--- src/rtl/dss_defs.svh ---
// Constants of the drive sequencing state machine.
// Behaviour
// Sequencing state reads as code 0 to 7, not ready up to faulted.
// Reset, standing for power-up, puts the machine in not ready.
// Not ready moves to switch-on disabled once initialisation is done.
// Switch-on disabled moves to ready to switch on on a shutdown command.
// Ready to switch on moves to switched on on a switch-on command.
// Switched on moves to operation enabled on an enable-operation command.
// Operation enabled returns to switched on after stop command and stop done.
// Switched on returns to ready to switch on on a shutdown command.
// Ready to switch on goes to switch-on disabled on quick stop or no voltage.
// Operation enabled goes to ready on shutdown once shutdown has finished.
// Operation enabled goes straight to switch-on disabled on disable voltage.
// Switched on goes to switch-on disabled on disable voltage or quick stop.
// Operation enabled goes to quick stop active on a quick-stop command.
// Quick stop active ends when the fast stop finishes or voltage is removed.
// A trip in any state enters fault reaction active.
// Fault reaction ends in faulted when finished or on disable voltage.
// Faulted goes to switch-on disabled on fault reset with no faults left.
// Operation enabled keeps the ramp on; running covers jogging too.
// Control word bits 0 to 3: switch on, coast stop low, fast stop low, run.
// Fault reset is taken only on a rising edge of control word bit 7.
// Control word bit 14 allows switch-on disabled to ready regardless of bit 0.
// Status bit 1 in switched on or operation enabled, bit 6 in disabled.
// Quick stop active leaves to switch-on disabled unless a trip takes it to fault reaction.
// A trip wins over any command transition in the same cycle; in fault reaction active the code still takes disable voltage to faulted.
`ifndef DSS_DEFS_SVH
`define DSS_DEFS_SVH

`define DSS_ADDR_CTRL 8'h00
`define DSS_ADDR_STATUS 8'h04
`define DSS_ADDR_STATE 8'h08

`define DSS_CTRL_RESET 16'h0000

`define DSS_CW_SWITCH_ON 0
`define DSS_CW_ENABLE_VOLTAGE 1
`define DSS_CW_NOT_QUICKSTOP 2
`define DSS_CW_ENABLE_OP 3
`define DSS_CW_FAULT_RESET 7
`define DSS_CW_EXT_FAULT 8
`define DSS_CW_JOG 12
`define DSS_CW_REVERSE 13
`define DSS_CW_AUTO_INIT 14
`define DSS_CW_EVENT_OP 15

`define DSS_SW_READY 0
`define DSS_SW_SWITCHED_ON 1
`define DSS_SW_OP_ENABLED 2
`define DSS_SW_FAULTED 3
`define DSS_SW_VOLTAGE 4
`define DSS_SW_QS_INACTIVE 5
`define DSS_SW_SO_DISABLED 6
`define DSS_SW_JOG 12
`define DSS_SW_REVERSE 13

`define DSS_CODE_NOT_READY 3'h0
`define DSS_CODE_SO_DISABLED 3'h1
`define DSS_CODE_READY 3'h2
`define DSS_CODE_SWITCHED_ON 3'h3
`define DSS_CODE_OP_ENABLED 3'h4
`define DSS_CODE_QUICK_STOP 3'h5
`define DSS_CODE_FAULT_REACT 3'h6
`define DSS_CODE_FAULTED 3'h7

`endif

--- src/rtl/dss_pkg.sv ---
// Types shared by the drive sequencing state machine.
`default_nettype none
package dss_pkg;

  typedef enum logic [7:0] {
    DSS_NOT_READY = 8'b0000_0001,
    DSS_SO_DISABLED = 8'b0000_0010,
    DSS_READY = 8'b0000_0100,
    DSS_SWITCHED_ON = 8'b0000_1000,
    DSS_OP_ENABLED = 8'b0001_0000,
    DSS_QUICK_STOP = 8'b0010_0000,
    DSS_FAULT_REACT = 8'b0100_0000,
    DSS_FAULTED = 8'b1000_0000
  } dss_state_e;

  typedef enum logic [2:0] {
    DSS_SUB_IDLE = 3'b001,
    DSS_SUB_STOPPING = 3'b010,
    DSS_SUB_SHUTTING = 3'b100
  } dss_sub_e;

  typedef logic [15:0] dss_word_t;

endpackage : dss_pkg
`default_nettype wire

--- src/rtl/dss_sequencer.sv ---
// Drive sequencing state machine with its control and status registers.
`include "dss_defs.svh"
`default_nettype none
module dss_sequencer #(
  parameter int ADDR_W = 8
) (
  input wire logic clock,
  input wire logic sys_rst,
  input wire logic [ADDR_W-1:0] reg_addr,
  input wire dss_pkg::dss_word_t reg_wdata,
  input wire logic reg_write,
  input wire logic reg_read,
  output dss_pkg::dss_word_t reg_rdata,
  input wire logic init_done,
  input wire logic trip,
  input wire logic faults_active,
  input wire logic stop_done,
  input wire logic shutdown_done,
  input wire logic quick_stop_done,
  input wire logic fault_reaction_done,
  input wire logic voltage_present,
  output logic [2:0] seq_state,
  output dss_pkg::dss_word_t status_word,
  output logic ramp_enable,
  output logic stopping,
  output logic shutting_down,
  output logic fast_stopping,
  output logic jogging,
  output logic reverse
);
  import dss_pkg::*;

  dss_state_e state;
  dss_state_e next_state;
  dss_sub_e sub;
  dss_word_t ctrl;
  logic fault_reset_prev;
  logic ext_fault_prev;
  logic enable_op_prev;

  function automatic logic [2:0] state_code(input dss_state_e s);
    case (s)
      DSS_NOT_READY: state_code = `DSS_CODE_NOT_READY;
      DSS_SO_DISABLED: state_code = `DSS_CODE_SO_DISABLED;
      DSS_READY: state_code = `DSS_CODE_READY;
      DSS_SWITCHED_ON: state_code = `DSS_CODE_SWITCHED_ON;
      DSS_OP_ENABLED: state_code = `DSS_CODE_OP_ENABLED;
      DSS_QUICK_STOP: state_code = `DSS_CODE_QUICK_STOP;
      DSS_FAULT_REACT: state_code = `DSS_CODE_FAULT_REACT;
      DSS_FAULTED: state_code = `DSS_CODE_FAULTED;
      default: state_code = `DSS_CODE_NOT_READY;
    endcase
  endfunction : state_code

  // Command decode of the control word bits.
  logic cmd_disable_voltage;
  logic cmd_quick_stop;
  logic cmd_shutdown;
  logic cmd_switch_on;
  logic cmd_enable_op;
  logic cmd_auto_init;
  logic fault_reset_edge;
  logic trip_event;

  always_comb begin
    cmd_disable_voltage = !ctrl[`DSS_CW_ENABLE_VOLTAGE];
    cmd_quick_stop = ctrl[`DSS_CW_ENABLE_VOLTAGE] &&
                     !ctrl[`DSS_CW_NOT_QUICKSTOP];
    cmd_shutdown = ctrl[`DSS_CW_ENABLE_VOLTAGE] &&
                   ctrl[`DSS_CW_NOT_QUICKSTOP] &&
                   !ctrl[`DSS_CW_SWITCH_ON];
    cmd_switch_on = ctrl[`DSS_CW_ENABLE_VOLTAGE] &&
                    ctrl[`DSS_CW_NOT_QUICKSTOP] &&
                    ctrl[`DSS_CW_SWITCH_ON];
    cmd_auto_init = ctrl[`DSS_CW_AUTO_INIT] &&
                    ctrl[`DSS_CW_ENABLE_VOLTAGE] &&
                    ctrl[`DSS_CW_NOT_QUICKSTOP];
    // With event-triggered run set, a held run bit must first be dropped,
    // so a drive returning to switched on cannot restart by itself.
    cmd_enable_op = cmd_switch_on && ctrl[`DSS_CW_ENABLE_OP] &&
                    (!ctrl[`DSS_CW_EVENT_OP] || !enable_op_prev);
    fault_reset_edge = ctrl[`DSS_CW_FAULT_RESET] &&
                       !fault_reset_prev;
    trip_event = trip || (ctrl[`DSS_CW_EXT_FAULT] && !ext_fault_prev);
  end

  // Edge memories for the control bits that act on transitions.
  always_ff @(posedge clock) begin
    if (sys_rst) begin
      fault_reset_prev <= 1'b0;
      ext_fault_prev <= 1'b0;
      enable_op_prev <= 1'b0;
    end else begin
      fault_reset_prev <= ctrl[`DSS_CW_FAULT_RESET];
      ext_fault_prev <= ctrl[`DSS_CW_EXT_FAULT];
      enable_op_prev <= ctrl[`DSS_CW_ENABLE_OP];
    end
  end

  always_comb begin
    next_state = state;
    if (trip_event && state != DSS_FAULT_REACT) begin
      next_state = DSS_FAULT_REACT;
    end else begin
      case (state)
        DSS_NOT_READY: begin
          if (init_done) next_state = DSS_SO_DISABLED;
        end
        DSS_SO_DISABLED: begin
          if (cmd_shutdown || cmd_auto_init) begin
            next_state = DSS_READY;
          end
        end
        DSS_READY: begin
          if (cmd_disable_voltage || cmd_quick_stop) begin
            next_state = DSS_SO_DISABLED;
          end else if (cmd_switch_on) begin
            next_state = DSS_SWITCHED_ON;
          end
        end
        DSS_SWITCHED_ON: begin
          if (cmd_disable_voltage || cmd_quick_stop) begin
            next_state = DSS_SO_DISABLED;
          end else if (cmd_shutdown) begin
            next_state = DSS_READY;
          end else if (cmd_enable_op) begin
            next_state = DSS_OP_ENABLED;
          end
        end
        DSS_OP_ENABLED: begin
          if (cmd_disable_voltage) begin
            next_state = DSS_SO_DISABLED;
          end else if (cmd_quick_stop) begin
            next_state = DSS_QUICK_STOP;
          end else if (sub == DSS_SUB_SHUTTING && cmd_shutdown &&
                       shutdown_done) begin
            next_state = DSS_READY;
          end else if (sub == DSS_SUB_STOPPING && cmd_switch_on &&
                       !ctrl[`DSS_CW_ENABLE_OP] && stop_done) begin
            next_state = DSS_SWITCHED_ON;
          end
        end
        DSS_QUICK_STOP: begin
          if (quick_stop_done || cmd_disable_voltage) begin
            next_state = DSS_SO_DISABLED;
          end
        end
        DSS_FAULT_REACT: begin
          if (fault_reaction_done || cmd_disable_voltage) begin
            next_state = DSS_FAULTED;
          end
        end
        DSS_FAULTED: begin
          if (fault_reset_edge && !faults_active) begin
            next_state = DSS_SO_DISABLED;
          end
        end
        default: next_state = DSS_NOT_READY;
      endcase
    end
  end

  always_ff @(posedge clock) begin
    if (sys_rst) begin
      state <= DSS_NOT_READY;
    end else begin
      state <= next_state;
    end
  end

  // Sub-state of operation enabled: the stop in progress is remembered so
  // that a command change mid-ramp restarts running instead of stalling.
  always_ff @(posedge clock) begin
    if (sys_rst || next_state != DSS_OP_ENABLED) begin
      sub <= DSS_SUB_IDLE;
    end else if (cmd_shutdown) begin
      sub <= DSS_SUB_SHUTTING;
    end else if (cmd_switch_on && !ctrl[`DSS_CW_ENABLE_OP]) begin
      sub <= DSS_SUB_STOPPING;
    end else begin
      sub <= DSS_SUB_IDLE;
    end
  end

  // Control word register, written by the master.
  always_ff @(posedge clock) begin
    if (sys_rst) begin
      ctrl <= `DSS_CTRL_RESET;
    end else if (reg_write && reg_addr == ADDR_W'(`DSS_ADDR_CTRL)) begin
      ctrl <= reg_wdata;
    end
  end

  // Status word, rebuilt each cycle from the next state, the voltage input and control bits 12 and 13.
  dss_word_t next_status;
  always_comb begin
    next_status = 16'h0000;
    next_status[`DSS_SW_READY] = next_state inside
      {DSS_READY, DSS_SWITCHED_ON, DSS_OP_ENABLED};
    next_status[`DSS_SW_SWITCHED_ON] = next_state inside
      {DSS_SWITCHED_ON, DSS_OP_ENABLED};
    next_status[`DSS_SW_OP_ENABLED] = next_state == DSS_OP_ENABLED;
    next_status[`DSS_SW_FAULTED] = next_state inside
      {DSS_FAULT_REACT, DSS_FAULTED};
    next_status[`DSS_SW_VOLTAGE] = voltage_present;
    next_status[`DSS_SW_QS_INACTIVE] = next_state != DSS_QUICK_STOP;
    next_status[`DSS_SW_SO_DISABLED] =
      next_state == DSS_SO_DISABLED;
    next_status[`DSS_SW_JOG] = ctrl[`DSS_CW_JOG];
    next_status[`DSS_SW_REVERSE] = ctrl[`DSS_CW_REVERSE];
  end

  always_ff @(posedge clock) begin
    if (sys_rst) begin
      status_word <= 16'h0000;
      seq_state <= `DSS_CODE_NOT_READY;
      ramp_enable <= 1'b0;
      stopping <= 1'b0;
      shutting_down <= 1'b0;
      fast_stopping <= 1'b0;
      jogging <= 1'b0;
      reverse <= 1'b0;
    end else begin
      status_word <= next_status;
      seq_state <= state_code(next_state);
      ramp_enable <= next_state == DSS_OP_ENABLED;
      stopping <= next_state == DSS_OP_ENABLED &&
                  cmd_switch_on && !ctrl[`DSS_CW_ENABLE_OP];
      shutting_down <= next_state == DSS_OP_ENABLED && cmd_shutdown;
      fast_stopping <= next_state == DSS_QUICK_STOP;
      jogging <= next_state == DSS_OP_ENABLED &&
                 ctrl[`DSS_CW_ENABLE_OP] && ctrl[`DSS_CW_JOG];
      reverse <= next_state == DSS_OP_ENABLED &&
                 ctrl[`DSS_CW_ENABLE_OP] && ctrl[`DSS_CW_REVERSE];
    end
  end

  // Read data stand only in the cycle after the read strobe.
  always_ff @(posedge clock) begin
    if (sys_rst || !reg_read) begin
      reg_rdata <= 16'h0000;
    end else begin
      case (reg_addr)
        ADDR_W'(`DSS_ADDR_CTRL): reg_rdata <= ctrl;
        ADDR_W'(`DSS_ADDR_STATUS): reg_rdata <= status_word;
        ADDR_W'(`DSS_ADDR_STATE): reg_rdata <= {13'h0000, seq_state};
        default: reg_rdata <= 16'h0000;
      endcase
    end
  end
endmodule : dss_sequencer
`default_nettype wire
--- config.mk ---
export PLATFORM = sky130hd
export DESIGN_NAME = dss_sequencer
export DESIGN_NICKNAME = d
export VERILOG_FILES = /design/src/rtl/dss_pkg.sv /design/src/rtl/dss_sequencer.sv
export VERILOG_INCLUDE_DIRS = /design/src /design/src/rtl
export SDC_FILE = /design/constraint.sdc
export NUM_CORES = 1
export LEC_CHECK = 0
export ABC_AREA = 0
export BUFFER_PORTS_ARGS = -buffer_cell sky130_fd_sc_hd__buf_2
export CELL_PAD_IN_SITES_DETAIL_PLACEMENT = 1
export CELL_PAD_IN_SITES_GLOBAL_PLACEMENT = 1
export CORE_AREA = 8 8 133 85
export DETAILED_ROUTE_END_ITERATION = 12
export DIE_AREA = 0 0 141 93
export GPL_ROUTABILITY_DRIVEN = 0
export PLACE_DENSITY = 0.6
export SLEW_MARGIN = 15
export SYNTH_ARGS = -nofsm -noshare
export SYNTH_HDL_FRONTEND = slang
export SYNTH_SLANG_ARGS = --single-unit
export TNS_END_PERCENT = 20
--- constraint.sdc ---
create_clock -name clock -period 3.8 [get_ports clock]
set_clock_uncertainty 0.15 [all_clocks]
set_input_delay 0.19 -clock clock [delete_from_list [all_inputs] [get_ports clock]]
set_output_delay 0.19 -clock clock [all_outputs]
set_load 0.02 [all_outputs]
After elaboration in Yosys (flattened, before gate mapping)
Cells that the tools add are included.
- word-level logic and storage cells: 107
- output and inout port bits: 41
- bits in registers: 71
- bits of input ports: 36
- equality and inequality tests: 22
- reduce and logical (&&, ||, !) cells: 48
- multiplexer cells: 20
- operator list (kind ; number):
    8-bit 2-to-1 mux ; 15
    8-bit case mux with 8 select lines ; 1
    16-bit case mux with 3 select lines ; 1
    1-bit logical AND ; 25
    8-bit by 3-bit == test with 1-bit output, second input constant ; 3
    8-bit by 4-bit == test with 1-bit output, second input constant ; 3
    3-bit case mux with 7 select lines ; 1
    8-bit by 2-bit == test with 1-bit output, second input constant ; 2
    8-bit by 5-bit == test with 1-bit output, second input constant ; 2
    8-bit by 6-bit == test with 1-bit output, second input constant ; 2
    8-bit by 7-bit == test with 1-bit output, second input constant ; 2
    8-bit == test, second input constant ; 2
    1-bit logical NOT ; 10
    8-bit by 1-bit == test with 1-bit output, second input constant ; 1
    8-bit logical NOT ; 1
    1-bit logical OR ; 8
    8-bit by 5-bit != test with 1-bit output, second input constant ; 1
    8-bit by 6-bit != test with 1-bit output, second input constant ; 1
    8-bit by 7-bit != test with 1-bit output, second input constant ; 1
    2-bit nonzero test ; 2
    3-bit by 2-bit == test with 1-bit output, second input constant ; 1
    3-bit == test, second input constant ; 1
    3-bit 2-to-1 mux ; 1
    3-bit nonzero test ; 1
    2 further kinds ; 2

Longest topological paths before layout
- word-level depth: 14
- mapped depth: 8

Worst setup path after synthesis
Ideal clock, no wire load.
- path kind: register to register
- start: register state[0]
- end: register seq_state[2]
- data required time: 3520 ps
- path slack: 1710 ps
- stages on the path, launching flop included: 8
- arrival time: 1810 ps
- setup time: 131 ps
- buffers on the path: 1
- cells stage by stage: dfxtp_1 -> or4_4 -> buf_6 -> o22ai_4 -> o31a_1 -> inv_2 -> o32ai_4 -> a21oi_2
- word-level cells in the longest chain between the ends: 8
- elaborated cells between the ends (all ways): 34
- RTL lines (element ; line ; RTL):
    from (decl) ; dss_sequencer.sv:33 ; dss_state_e state;
    from (signal assigned) ; dss_sequencer.sv:167 ; state <= next_state;
    8-bit 2-to-1 mux ; dss_sequencer.sv:138 ; end else if (sub == DSS_SUB_STOPPING && cmd_switch_on &&
    8-bit 2-to-1 mux ; dss_sequencer.sv:135 ; end else if (sub == DSS_SUB_SHUTTING && cmd_shutdown &&
    8-bit 2-to-1 mux ; dss_sequencer.sv:133 ; end else if (cmd_quick_stop) begin
    8-bit 2-to-1 mux ; dss_sequencer.sv:131 ; if (cmd_disable_voltage) begin
    8-bit case mux with 8 select lines ; dss_sequencer.sv:105 ; case (state)
    8-bit 2-to-1 mux (*) ; dss_sequencer.sv:102 ; if (trip_event && state != DSS_FAULT_REACT) begin
    8-bit == test (tied with other cells) ; dss_sequencer.sv:42 ; case (s)
    3-bit case mux with 7 select lines (*) ; dss_sequencer.sv:42 ;
    to (signal assigned) ; dss_sequencer.sv:216 ; seq_state <= `DSS_CODE_NOT_READY;
    to (signal assigned) ; dss_sequencer.sv:225 ; seq_state <= state_code(next_state);
    to (decl) ; dss_sequencer.sv:22 ; output logic [2:0] seq_state,
Every way passes the cells marked *; elsewhere a longest branch is shown, timed or not.
A chain may end at the register's enable or synchronous reset.

Final worst setup path
- start: register state[6]
- end: register seq_state[2]
Same word-level chain as after synthesis.

==> out/results.tsv <==
stage	metric	value	unit
timing	whs	0.114	ns
power	clkPwrFrac	0.512	
global_route	grt_use_met2	0.206	
setup_path	critPathMaxFanout	9	
setup_path	r2r_cells	6	
placement	port_buffers	69	
clock_tree	clk_path_buf_depth	2	
finish	instances_no_fill	507	
routing	drtIter0Drc	105	
die	coreArea	0.00949	sq mm
synth	synth_edf_count	0	
timing	slew_viol_final	0	
global_route	antenna_found_initial	0	
global_route	first_global_vias	2532	
finish	layout-drive-gt1-share	0.285	
synth	ys_seq_area_frac	0.463	
die	chipWidth	141	um
synth	async_flop_share	0	
power	power.switching	0.000389	W
finish	ff_latch_area	0.00126	sq mm
setup_path	crit_arrival	2.45	ns
setup_path	critPathKind	reg2reg	
setup_path	r2r-end	seq_state[2]	
finish	nets	403	
timing	relSlewSlack	0.332	
global_route	overflow	0	
routing	via_count	2316	
clock_tree	cts_buffers	9	
setup_path	rr_startpoint	state[6]	
synth	synth_area	0.00273	sq mm
setup_path	endpoint	seq_state[2]	
setup_path	required	3.84	ns
finish	n_antenna_cell	0	
timing	tightest_slew	0.992	ns
global_route	grt_util_met3	0.0651	
clock_tree	root_buffer	clkbuf_16	
hold_path	hold_depth	4	
finish	fill_cells	1112	
synth	ys_ff_latch	63	
global_route	use_met1	0.179	
clock_tree	clkLatencyLatePin	0.33	ns
routing	ant_nets	0	
routing	drt_pass1_iterations	4	
power	sw_frac_of_total	0.237	
timing	fmax	415	MHz
clock_tree	htreeDepth	3	
global_route	grt_pass1_wl	13.9	mm
power	peakVddDrop	0.262	mV
hold_path	hp-class	in2reg	
synth	yosysWarningCount	0	
setup_path	worstSetupStartpoint	state[6]	
clock_tree	path_clk_slew	0.06	ns
timing	grt_setup_unrepaired	false	
synth	avgSynthCellArea	9.63	sq um
global_route	grtUsageTotal	0.138	
placement	dpl.cell_count	474	
power	intPower	0.00125	W
clock_tree	clkSinkCount	63	
setup_path	rrSetupSlack	1.39	ns
clock_tree	cts_resized	0	
finish	multi_input_area	0.00134	sq mm
global_route	grt_max_degree	32	
routing	avgRoutedWirePerCell	17.0	um
timing	finalSetupTns	0	ns
power	leakagePower	1.64	nW
routing	via_per_inst	4.57	
setup_path	start_kind	flip-flop	
clock_tree	cts_setup_buffers	0	
status	status	complete, no violations	
timing	min_period_over_period	0.634	
routing	finalWirelength	8.64	mm
job	maxCapViolations	0	
die	initial_core_util	0.287	
synth	syn_inst	283	
power	comb_power_share	0.076	
routing	route.detailed.drc	0	
placement	dp_hpwl	6.42	mm
timing	setup_viol	0	
die	num_rows	28	
power	powerDensity	452	mW/mm^2
synth	synth.distinct_cells	63	
synth	synth_ff_type	dfxtp_1	
die	die_y	93	um
die	die_area	0.0131	sq mm
timing	finalCriticalPeriod	2.41	ns
clock_tree	cts_tree	done	
power	p_seq_frac	0.412	
clock_tree	ctsHoldBuffers	17	
global_route	busiest_layer	met2	
die	io_pins	77	
finish	syn2layout_area_growth	32.9	%
setup_path	worstSetupEndpointType	flip-flop	
timing	hold_viol_final	0	
[worst max-delay path: stages (launching register included)]
cell     delay, ns
dfxtp_1       0.56
or4b_1        0.55
o22ai_4       0.26
o31a_1        0.25
inv_2         0.07
o32ai_4       0.35
a21oi_2       0.09
[synthesized netlist by cell type, types with 4 or more instances]
master,count,area share
nor2_1,42,0.058
clkbuf_1,5,0.0069
nand2_1,11,0.015
o21ai_0,4,0.0073
nand2b_1,8,0.018
mux2i_1,25,0.092
nor2b_1,14,0.032
and2_1,9,0.021
dfxtp_1,63,0.46
and3_1,5,0.011
nor3_1,6,0.011
buf_2,4,0.0073
nand3_1,4,0.0073
inv_1,5,0.0069
buf_4,8,0.022
a21oi_1,12,0.022
[metal layers]
| metal | up-vias | wire, um |
|---|---|---|
| met4 | 0 | 43 |
| met1 | 1106 | 4250 |
| met5 | - | 0 |
| met3 | 7 | 608 |
| li1 | 1136 | - |
| met2 | 67 | 3740 |
[power by group through the flow]
stage	logic (W)	registers (W)	clock network, W
after floorplan	0.0000750	0.000691	0
after global placement	0.000109	0.000688	0
after global routing	0.000136	0.000675	0.000889
final	0.000125	0.000675	0.000840
after detailed placement	0.000110	0.000689	0
after CTS	0.000125	0.000674	0.000864
[layout by cell type, fill, tap and decap left out, types with 3 or more instances in the layout]
cell / n
inv_1: 5
buf_2: 69
nor4_2: 3
conb_1: 7
and3_1: 5
nor4_1: 3
o21ai_0: 4
nor3_1: 6
nand2_1: 11
nand2b_1: 8
dfxtp_1: 63
dlygate4sd3_1: 17
clkbuf_16: 9
a21oi_1: 12
nand3_1: 4
nor2_1: 42
and2_1: 9
mux2i_1: 25
nor2b_1: 14
[cell type report]
cell class / instances / share of cell area
Multi-Input combinational cell: 200 / 0.370
Sequential cell: 63 / 0.348
Timing Repair Buffer: 87 / 0.144
Clock buffer: 10 / 0.0660
Tap cell: 135 / 0.0466
Clock inverter: 6 / 0.0190
Inverter: 6 / 0.00622
[sequential cells by signal (all words and copies together), names as in the netlist]
signal,flops
ctrl,16
enable_op_prev,1
ext_fault_prev,1
fast_stopping,1
fault_reset_prev,1
jogging,1
reg_rdata,16
reverse,1
seq_state,3
shutting_down,1
state,8
status_word,9
stopping,1
sub,3
[cell families (layout without fill, tap and decap cells)]
logic type,after synthesis,after routing,share of synthesized area
other,1,7,0.00138
AOI/OAI and AO/OA,40,40,0.118
buffers and inverters,26,109,0.0542
xor gates and xnor gates,2,2,0.00643
DFF,63,63,0.463
and+or+nand+nor,126,126,0.266
muxes,25,25,0.0918
[per-stage QoR]
step	util	cell area [sq um]	setup WS (ns)	power, W
2_1_floorplan	-	2750	1.71	0.000766
3_3_place_gp	0.331	3150	1.43	0.000798
3_5_place_dp	0.331	3150	1.41	0.000799
4_1_cts	0.382	3620	1.38	0.00166
5_1_grt	0.382	3620	1.27	0.00170
6_report	0.382	3620	1.39	0.00164
[worst min path at each step]
| stage | start | to | slack, ns |
|---|---|---|---|
| after floorplan | sys_rst | state[0] | 0.16 |
| after global placement | voltage_present | status_word[4] | 0.25 |
| after detailed placement | voltage_present | status_word[4] | 0.26 |
| after CTS | reg_addr[3] | reg_rdata[2] | 0.10 |
| after global routing | reg_addr[3] | reg_rdata[2] | 0.14 |
| final | reg_addr[3] | reg_rdata[2] | 0.11 |
No activity file was read; power rests on OpenSTA's default activity.
